## config.mk

```make
export PLATFORM = sky130hd
export DESIGN_NAME = asc_sequence_control
export DESIGN_NICKNAME = d
export VERILOG_FILES = /design/src/hw/asc_pkg.sv /design/src/hw/asc_sequence_control.sv
export SDC_FILE = /design/constraint.sdc
export NUM_CORES = 1
export LEC_CHECK = 0
export BUFFER_PORTS_ARGS = -buffer_cell sky130_fd_sc_hd__clkbuf_2
export CAP_MARGIN = 20
export CORE_AREA = 5 5 91 67
export DETAILED_ROUTE_END_ITERATION = 7
export DIE_AREA = 0 0 96 72
export GPL_TIMING_DRIVEN = 0
export PLACE_DENSITY = 0.74
export SYNTH_ARGS = -nofsm -noshare
export SYNTH_HDL_FRONTEND = slang
export SYNTH_SLANG_ARGS = --single-unit
```

## constraint.sdc

```tcl
create_clock -name pclk -period 1.5 [get_ports pclk]
set_input_delay 0.15 -clock pclk [delete_from_list [all_inputs] [get_ports pclk]]
set_output_delay 0.15 -clock pclk [all_outputs]
set_load 0.005 [all_outputs]
```

## src/hw/asc_pkg.sv

```systemverilog
// constants and carrier types for the converter sequence control register
// Overview of operation
// - three-bit reference field picks fixed high/low reference pair per code
// - offset calibration ties both sample-and-hold inputs to low reference
// - without calibration, inputs follow channel select or scan select contents
// - scan control set scans selected inputs; cleared uses fixed channel
// - split mode fill status: 1 filling upper half, 0 filling lower half
// - interrupt after rate field plus one completed sequences
// - split mode: result store is two eight-word halves
// - non-split mode: result store is one sixteen-word buffer
// - alternate mode: first sample uses set A, then B, A alternately
// - alternate disabled: every sample uses set A
// - unimplemented bits 11, 9-8, 6 and upper half read as zero
package asc_pkg;
   localparam logic [11:0] ADDR_CTRL   = 12'h000;
   localparam logic [11:0] ADDR_STATUS = 12'h004;
   localparam int REF_LSB    = 13;
   localparam int OFFSET_CAL_ENABLE_BIT = 12;
   localparam int SCAN_BIT   = 10;
   localparam int FILL_BIT   = 7;
   localparam int RATE_LSB   = 2;
   localparam int SPLIT_BIT  = 1;
   localparam int ALT_BIT    = 0;
   localparam logic [31:0] CTRL_RESET = 32'h0000_0000;
   localparam logic [31:0] CTRL_WMASK = 32'h0000_F43F;
   localparam logic [3:0]  HALF_WORDS = 4'h8;
   // reference pair codes
   localparam logic [1:0] REF_SUPPLY   = 2'h0;
   localparam logic [1:0] REF_EXTERNAL = 2'h1;
   // input routing source
   typedef enum logic [1:0] {ASC_SRC_CHANNEL, ASC_SRC_SCAN, ASC_SRC_LOWREF} asc_src_e;
   // settings carried to the sequencer
   typedef struct packed {
      logic     high_ref_ext;
      logic     low_ref_ext;
      asc_src_e pos_src;
      asc_src_e neg_src;
      logic     mux_set_b;
      logic     split_buffer_mode;
   } asc_cfg_s;
endpackage : asc_pkg

```

## src/hw/asc_sequence_control.sv

```systemverilog
// control register and sequencing state for the converter sequence control
//
// Implementation choices: register access over APB and the register addresses.
`timescale 1ns/1ps
`default_nettype none
module asc_sequence_control (
   // clock and reset
   input  wire logic             pclk,
   input  wire logic             presetn,
   // apb slave
   input  wire logic             psel,
   input  wire logic             penable,
   input  wire logic             pwrite,
   input  wire logic [11:0]      paddr,
   input  wire logic [31:0]      pwdata,
   output logic      [31:0]      prdata,
   output logic                  pready,
   output logic                  pslverr,
   // sequencer events, one-cycle pulses
   input  wire logic             sample_done,
   input  wire logic             seq_done,
   // sequencer side
   output asc_pkg::asc_cfg_s     cfg,
   output logic      [3:0]       wr_addr,
   output logic                  seq_irq
);
   // control fields, one register for each implemented field
   logic [2:0]        ref_sel_r;
   logic [2:0]        ref_sel_nxt;
   logic              offset_cal_enable_r;
   logic              offset_cal_enable_nxt;
   logic              scan_r;
   logic              scan_nxt;
   logic [3:0]        rate_r;
   logic [3:0]        rate_nxt;
   logic              split_r;
   logic              split_nxt;
   logic              alt_r;
   logic              alt_nxt;
   // sequencing state
   logic [3:0]        seq_cnt_r;
   logic [3:0]        seq_cnt_nxt;
   logic [3:0]        wr_ptr_r;
   logic [3:0]        wr_ptr_nxt;
   logic              fill_r;
   logic              fill_nxt;
   logic              alt_b_r;
   logic              alt_b_nxt;
   logic              irq_r;
   logic              irq_nxt;
   // bus answer
   logic [31:0]       prdata_r;
   logic [31:0]       prdata_nxt;
   logic              pready_r;
   logic              pready_nxt;
   logic              pslverr_r;
   logic              pslverr_nxt;
   // settings handed to the sequencer
   asc_pkg::asc_cfg_s cfg_r;
   asc_pkg::asc_cfg_s cfg_nxt;

   // bus decode; a request is taken once, while pready is still low
   logic              access;
   logic              hit_ctrl;
   logic              hit_stat;
   logic              wr_ctrl;
   logic              rd_req;
   logic              bad_addr;
   assign access   = psel & penable & ~pready_r;
   assign hit_ctrl = (paddr == asc_pkg::ADDR_CTRL);
   assign hit_stat = (paddr == asc_pkg::ADDR_STATUS);
   assign wr_ctrl  = access & pwrite & hit_ctrl;
   assign rd_req   = access & ~pwrite;
   assign bad_addr = ~hit_ctrl & ~hit_stat;

   // control field updates; only implemented bits are stored
   assign ref_sel_nxt = wr_ctrl ? pwdata[asc_pkg::REF_LSB +: 3] : ref_sel_r;
   assign offset_cal_enable_nxt  = wr_ctrl ? pwdata[asc_pkg::OFFSET_CAL_ENABLE_BIT] : offset_cal_enable_r;
   assign scan_nxt    = wr_ctrl ? pwdata[asc_pkg::SCAN_BIT] : scan_r;
   assign rate_nxt    = wr_ctrl ? pwdata[asc_pkg::RATE_LSB +: 4] : rate_r;
   assign split_nxt   = wr_ctrl ? pwdata[asc_pkg::SPLIT_BIT] : split_r;
   assign alt_nxt     = wr_ctrl ? pwdata[asc_pkg::ALT_BIT] : alt_r;

   // readback words; unimplemented positions stay low
   logic              fill_vis;
   logic [31:0]       ctrl_rd;
   logic [31:0]       stat_rd;
   logic [31:0]       rd_mux;
   assign fill_vis = fill_r & split_r;
   assign ctrl_rd  = ({29'h0000_0000, ref_sel_r} << asc_pkg::REF_LSB)
                   | ({31'h0000_0000, offset_cal_enable_r} << asc_pkg::OFFSET_CAL_ENABLE_BIT)
                   | ({31'h0000_0000, scan_r} << asc_pkg::SCAN_BIT)
                   | ({31'h0000_0000, fill_vis} << asc_pkg::FILL_BIT)
                   | ({28'h000_0000, rate_r} << asc_pkg::RATE_LSB)
                   | ({31'h0000_0000, split_r} << asc_pkg::SPLIT_BIT)
                   | ({31'h0000_0000, alt_r} << asc_pkg::ALT_BIT);
   assign stat_rd  = {24'h00_0000, seq_cnt_r, wr_ptr_r};
   assign rd_mux   = hit_ctrl ? ctrl_rd
                   : hit_stat ? stat_rd
                   : 32'h0000_0000;

   // bus answer one cycle after the request is taken
   assign pready_nxt  = access;
   assign pslverr_nxt = access & bad_addr;
   assign prdata_nxt  = rd_req ? rd_mux : 32'h0000_0000;

   // reference pair per code; codes four to seven fall back to the supplies
   logic              ref_upper;
   logic              hi_ext;
   logic              lo_ext;
   assign ref_upper = ref_sel_r[2];
   assign hi_ext    = ~ref_upper & ref_sel_r[0];
   assign lo_ext    = ~ref_upper & ref_sel_r[1];

   // sample-and-hold input source; calibration overrides scan and channel
   asc_pkg::asc_src_e norm_src;
   asc_pkg::asc_src_e in_src;
   assign norm_src = scan_r ? asc_pkg::ASC_SRC_SCAN : asc_pkg::ASC_SRC_CHANNEL;
   assign in_src   = offset_cal_enable_r ? asc_pkg::ASC_SRC_LOWREF : norm_src;

   // sequence counting; the group ends when the count meets the rate field
   logic              cnt_hit;
   logic              group_end;
   logic [3:0]        cnt_inc;
   assign cnt_hit     = (seq_cnt_r == rate_r);
   assign group_end   = seq_done & cnt_hit;
   assign cnt_inc     = seq_cnt_r + 4'h1;
   assign seq_cnt_nxt = wr_ctrl ? 4'h0
                      : group_end ? 4'h0
                      : seq_done ? cnt_inc
                      : seq_cnt_r;
   assign irq_nxt     = group_end;

   // next write location: whole store, or wrap inside the active half
   logic [3:0]        ptr_inc;
   logic [3:0]        half_mask;
   logic [3:0]        half_base;
   logic [3:0]        other_base;
   logic [3:0]        split_step;
   logic [3:0]        step_ptr;
   logic [3:0]        group_base;
   assign ptr_inc    = wr_ptr_r + 4'h1;
   assign half_mask  = asc_pkg::HALF_WORDS - 4'h1;
   assign half_base  = fill_r ? asc_pkg::HALF_WORDS : 4'h0;
   assign other_base = fill_r ? 4'h0 : asc_pkg::HALF_WORDS;
   assign split_step = half_base | (ptr_inc & half_mask);
   assign step_ptr   = split_r ? split_step : ptr_inc;
   assign group_base = split_r ? other_base : 4'h0;
   assign wr_ptr_nxt = wr_ctrl ? 4'h0
                     : group_end ? group_base
                     : sample_done ? step_ptr
                     : wr_ptr_r;

   // fill half flips at each group end in split mode
   assign fill_nxt = wr_ctrl ? 1'b0
                   : (group_end & split_r) ? ~fill_r
                   : fill_r;

   // mux set phase: A for the first sample, then B and A in turn
   assign alt_b_nxt = (wr_ctrl | ~alt_r) ? 1'b0
                    : sample_done ? ~alt_b_r
                    : alt_b_r;

   // settings for the sequencer
   assign cfg_nxt = '{high_ref_ext:      hi_ext,
                      low_ref_ext:       lo_ext,
                      pos_src:           in_src,
                      neg_src:           in_src,
                      mux_set_b:         alt_b_r & alt_r,
                      split_buffer_mode: split_r};

   // reference field
   always_ff @(posedge pclk or negedge presetn) begin
      if (!presetn) begin
         ref_sel_r <= asc_pkg::CTRL_RESET[asc_pkg::REF_LSB +: 3];
      end else begin
         ref_sel_r <= ref_sel_nxt;
      end
   end

   // offset calibration control
   always_ff @(posedge pclk or negedge presetn) begin
      if (!presetn) begin
         offset_cal_enable_r <= asc_pkg::CTRL_RESET[asc_pkg::OFFSET_CAL_ENABLE_BIT];
      end else begin
         offset_cal_enable_r <= offset_cal_enable_nxt;
      end
   end

   // input scan control
   always_ff @(posedge pclk or negedge presetn) begin
      if (!presetn) begin
         scan_r <= asc_pkg::CTRL_RESET[asc_pkg::SCAN_BIT];
      end else begin
         scan_r <= scan_nxt;
      end
   end

   // sequences per interrupt
   always_ff @(posedge pclk or negedge presetn) begin
      if (!presetn) begin
         rate_r <= asc_pkg::CTRL_RESET[asc_pkg::RATE_LSB +: 4];
      end else begin
         rate_r <= rate_nxt;
      end
   end

   // buffer mode control
   always_ff @(posedge pclk or negedge presetn) begin
      if (!presetn) begin
         split_r <= asc_pkg::CTRL_RESET[asc_pkg::SPLIT_BIT];
      end else begin
         split_r <= split_nxt;
      end
   end

   // alternate sampling control
   always_ff @(posedge pclk or negedge presetn) begin
      if (!presetn) begin
         alt_r <= asc_pkg::CTRL_RESET[asc_pkg::ALT_BIT];
      end else begin
         alt_r <= alt_nxt;
      end
   end

   // sequence count within the current group
   always_ff @(posedge pclk or negedge presetn) begin
      if (!presetn) begin
         seq_cnt_r <= 4'h0;
      end else begin
         seq_cnt_r <= seq_cnt_nxt;
      end
   end

   // result write pointer
   always_ff @(posedge pclk or negedge presetn) begin
      if (!presetn) begin
         wr_ptr_r <= 4'h0;
      end else begin
         wr_ptr_r <= wr_ptr_nxt;
      end
   end

   // half being filled
   always_ff @(posedge pclk or negedge presetn) begin
      if (!presetn) begin
         fill_r <= 1'b0;
      end else begin
         fill_r <= fill_nxt;
      end
   end

   // mux set phase
   always_ff @(posedge pclk or negedge presetn) begin
      if (!presetn) begin
         alt_b_r <= 1'b0;
      end else begin
         alt_b_r <= alt_b_nxt;
      end
   end

   // group interrupt pulse
   always_ff @(posedge pclk or negedge presetn) begin
      if (!presetn) begin
         irq_r <= 1'b0;
      end else begin
         irq_r <= irq_nxt;
      end
   end

   // read data, zero outside a read answer
   always_ff @(posedge pclk or negedge presetn) begin
      if (!presetn) begin
         prdata_r <= 32'h0000_0000;
      end else begin
         prdata_r <= prdata_nxt;
      end
   end

   // ready pulse, one wait state
   always_ff @(posedge pclk or negedge presetn) begin
      if (!presetn) begin
         pready_r <= 1'b0;
      end else begin
         pready_r <= pready_nxt;
      end
   end

   // error pulse for unmapped addresses
   always_ff @(posedge pclk or negedge presetn) begin
      if (!presetn) begin
         pslverr_r <= 1'b0;
      end else begin
         pslverr_r <= pslverr_nxt;
      end
   end

   // settings seen by the sequencer
   always_ff @(posedge pclk or negedge presetn) begin
      if (!presetn) begin
         cfg_r <= '0;
      end else begin
         cfg_r <= cfg_nxt;
      end
   end

   // outputs straight from their registers
   assign prdata  = prdata_r;
   assign pready  = pready_r;
   assign pslverr = pslverr_r;
   assign cfg     = cfg_r;
   assign wr_addr = wr_ptr_r;
   assign seq_irq = irq_r;
endmodule : asc_sequence_control
`default_nettype wire

```

======== Word-level counts from Yosys, hierarchy flattened ========
Index checks and enable logic that the tools add are counted.
operators by class
  add/sub/neg operators ................... 2
  reduce and logical (&&, ||, !) cells .... 5
  equality and inequality tests ........... 2
  mux-type cells .......................... 19
  bitwise operators ....................... 29
operators by type and width
  cell                   count
  $mux W4                10
  $mux W16               2
  $or A16 B1 Y16         1
  $or A16 B11 Y16        1
  $or A16 B13 Y16        1
  $or A16 B2 Y16         1
  $or A16 B6 Y16         1
  $or A16 B8 Y16         1
  $and A1 B1 Y1          13
  $eq A12 B3 Y1 const B  1
  $logic_not A12 Y1      1
  $add A4 B1 Y4 const B  2
  $mux W8                1
  $not A1 Y1             8
  $reduce_bool A3 Y1     2
  $mux W1                5
  $eq A4 B4 Y1           1
  $or A4 B3 Y4           1
  $reduce_bool A2 Y1     2
  $mux W2                1
  $or A1 B1 Y1           1
storage, ports and cells
  word-level logic and storage cells ...... 76
  output and inout bits ................... 47
  register bits after elaboration ......... 46
  input bits .............................. 51

======== Depth between registers and ports, before layout ========
  depth after elaboration ................. 8
  gate-level depth with buffers ........... 5
  gate-level depth less buffers ........... 4

======== Least setup slack after synthesis ========
Ideal clock, no wire load.
  path type ............................... reg-to-reg
  start point ............................. reg pready_r (netlist: pready)
  end point ............................... reg alt_r
  buffers on the path ..................... 1
  clock period less this slack ............ 1.571 ns
  data arrival time ....................... 1.446 ns
  stages on the path, launching flop included .. 6
  library setup time ...................... 0.125 ns
  required time ........................... 1.375 ns
  setup slack ............................. -0.071 ns
  cell sequence ........................... dfrtp_1 -> and3b_1 -> nand4_2 -> nor3b_2 -> buf_6 -> mux2_4
on the way
  longest elaborated chain between the ends .. 4
ends and longest elaborated chain
  item                         line                         source
  start, declared              asc_sequence_control.sv:54   logic pready_r;
  start signal, assigned       asc_sequence_control.sv:285  pready_r <= pready_nxt;
  $not A1 Y1                   asc_sequence_control.sv:69   assign access = psel & penable & ~pready_r;
  $and A1 B1 Y1                asc_sequence_control.sv:69
  net access                   asc_sequence_control.sv:63   logic access;
  $and A1 B1 Y1 (2 in series)  asc_sequence_control.sv:72   assign wr_ctrl = access & pwrite & hit_ctrl;
  end signal, assigned         asc_sequence_control.sv:220  alt_r <= asc_pkg::CTRL_RESET[asc_pkg::ALT_BIT];
  end signal, assigned         asc_sequence_control.sv:222  alt_r <= alt_nxt;
  end, declared                asc_sequence_control.sv:38   logic alt_r;
The timed path passes the listed nets, and every way through them passes these cells.
A chain may end at the register's enable or synchronous reset.

======== Worst setup path after layout ========
Ends and elaborated chain as after synthesis.

==> results.json <==
{
  "whs_path_depth": 2,
  "holdCritStartpoint": "pwdata[3]",
  "via_per_inst": 4.46,
  "maxSlewViolCount": 0,
  "synth_edf_count": 0,
  "die_h_um": 72,
  "rrSetupSlack_ns": -0.19,
  "start_util": 0.396,
  "fin_util": 0.519,
  "path_class": "register to register",
  "grt_pass1_vias": 1478,
  "via_count": 1473,
  "tightest_slew_ns": 0.704,
  "netlist_instances": 171,
  "p_leak_nw": 1.41,
  "antenna_found_initial": 0,
  "status": "complete, but fails checks",
  "fmax_mhz": 592,
  "io_buffers": 55,
  "antenna_cells": 0,
  "clock-root-buffer": "clkbuf_8",
  "clk_latency_ns": 0.29,
  "first_pass_iters": 4,
  "power_density_nw_per_um2": 1050,
  "io_pins": 98,
  "drtIter0Drc": 49,
  "drive_above_1_share": 0.438,
  "stdcell_area_um2": 2660,
  "r2r_cells": 5,
  "rsz0062_at_grt": "yes",
  "p_total_mw": 2.78,
  "worstHoldEndpoint": "rate_r[1]",
  "synth.top_cell.area_share": 0.531,
  "overflow": 0,
  "wl_per_cell_um": 13.2,
  "finClkSkew_ns": 0.00573,
  "grt_first_pass_wirelength_um": 6930,
  "cts_made_buffers": 5,
  "timing.final.hold_violations": 0,
  "fin_nets": 310,
  "rr_endpoint": "alt_r",
  "slew-limit-headroom": 0.531,
  "syn_area_um2": 2030,
  "crit_required_ns": 1.67,
  "yosys_warnings": 0,
  "min_path_type": "primary input to register",
  "postPlaceCellArea_um2": 2460,
  "gp_congestion": 0.833,
  "crit_path_start_kind": "register",
  "hpwl_um": 3150,
  "clock-sinks": 43,
  "fin_crit_ns": 1.69,
  "worst-path-max-fanout": 5,
  "dieArea_um2": 6910,
  "setup.worst_path.end_class": "register",
  "row_count": 22,
  "place_ws_ns": -0.194,
  "ys_ff_latch": 43,
  "ant_nets": 0,
  "fp.dieW_um": 96,
  "ys_types": 38,
  "areaGrowthSynthToFinish_pct": 31.0,
  "cts_buffer_depth": 2,
  "core_um2": 5120,
  "synth.avg_cell_area_um2": 11.9,
  "finalCritPeriodShare": 1.13,
  "finalWirelength_um": 4370,
  "vdd_drop_max_v": 0.000388,
  "seq_area_frac_synth": 0.531,
  "cts.clk_slew.worst_paths_ns": 0.08,
  "grt_usage": 0.131,
  "failed_checks": "negative setup slack",
  "synth_flop_cell": "dfrtp_1",
  "setup_ws_ns": -0.188,
  "ctsHtreeMaxLevel": 2,
  "grt_max_degree": 44,
  "drc": 0,
  "async_flop_share": 1.00,
  "maxCapViolCount": 0,
  "synth.largest_area_cell": "dfrtp_1",
  "setup_viol": 34,
  "worstReg2RegStart": "pready",
  "cts_tree": "built",
  "crit_arrival_ns": 1.86,
  "synthTopCellsByArea": "dfrtp_1 (53%), buf_4 (7.8%), mux2_4 (7.4%)"
}
[area by class of cell]
class | instances | area (um^2)
fillers | 465 | 2460
flip-flops and latches | 43 | 1080
multi-input cells | 116 | 847
repair buffers | 62 | 347
plain buffers | 26 | 185
clock buffers | 8 | 100
well taps | 72 | 90.1
inverters | 3 | 11.3
[placed cells by master, fill, tap and decap left out, types with 3 or more instances in the layout]
master     n
and2_1     7
nand3_1    4
a21oi_1    5
inv_1      3
nor3_1     5
clkbuf_2  55
mux2i_1    7
nand2_1    6
clkbuf_1   4
nor2_1    10
dfrtp_1   43
nor2_2     3
nor2b_1    5
buf_4     25
clkbuf_8   7
mux2_4    11
nand2b_1   5
conb_1    19
[routing by layer]
metal / GRT usage / vias up / wire (um)
li1: - / 721 / -
met1: 0.175 / 707 / 1990
met2: 0.207 / 43 / 2080
met3: 0.0477 / 2 / 281
met4: 0.0268 / 0 / 14
met5: 0 / - / 0
[flip-flops by register name, summed over array words and instances (netlist names)]
signal / cells
alt_b_r: 1
alt_r: 1
cfg: 6
fill_r: 1
offset_cal_enable_r: 1
prdata: 13
pready: 1
pslverr: 1
rate_r: 4
ref_sel_r: 3
scan_r: 1
seq_cnt_r: 4
seq_irq: 1
split_r: 1
wr_addr: 4
[cells in the mapped netlist (2+ instances only)]
cell,number
dfrtp_1,43
buf_4,21
nor2_1,13
mux2_4,10
and2_1,7
mux2i_1,7
nand2_1,6
nor3_1,6
a21oi_1,5
nand2b_1,5
nor2b_1,5
clkbuf_1,4
nand3_1,4
inv_1,3
and3_1,2
ha_1,2
mux2_2,2
nor4_1,2
nor4_4,2
o211ai_1,2
xnor2_1,2
xor2_1,2
[critical path: stages, from the launching register on]
cell	delay, ns
dfrtp_1	0.38
and3b_1	0.24
nand4_2	0.12
nor3b_4	0.32
buf_6	0.21
mux2_4	0.30
[cell families after synthesis]
family,Yosys count,synth area share
AO/OA/AOI/OAI,14,0.0463
flip-flops,43,0.531
other,1,0.00185
adder cells (fa/ha/maj),2,0.0123
buffers and inverters,30,0.0988
AND/OR/NAND/NOR,58,0.173
multiplexers,19,0.120
XOR/XNOR,4,0.0173
[worst max-delay path by stage]
stage                     startpoint      end  slack (ns)  depth (start not counted)
after global placement        pready   scan_r       -0.18                          5
final                         pready    alt_r       -0.19                          5
after detailed placement      pready   scan_r       -0.19                          5
after CTS                     pready   scan_r       -0.20                          5
after floorplan               pready    alt_r       -0.07                          5
after global routing          pready  split_r       -0.27                          5
[per-stage QoR]
stage,setup TNS (ns),std cells,hold slack [ns]
final,-3.37,330,0.0861
after global routing,-6.36,330,0.0730
after CTS,-2.76,328,0.0588
after detailed placement,-2.21,316,0.383
after global placement,-1.89,316,0.382
after floorplan,-0.714,189,-0.146
[repair_timing]
item	CTS	global route
endpoints found under the hold margin	0	10
gates resized for setup	9	3
endpoints found under the setup margin	24	35
gates cloned	1	0
hold buffers	0	1
setup buffers	3	1
[power breakdown]
| group | total (mW) | leakage (nW) | switching (mW) | internal [mW] |
|---|---|---|---|---|
| Sequential | 1.38 | 0.587 | 0.125 | 1.26 |
| Combinational | 0.615 | 0.773 | 0.312 | 0.303 |
| Clock | 0.787 | 0.0515 | 0.367 | 0.420 |
No activity file was read; power rests on OpenSTA's default activity.
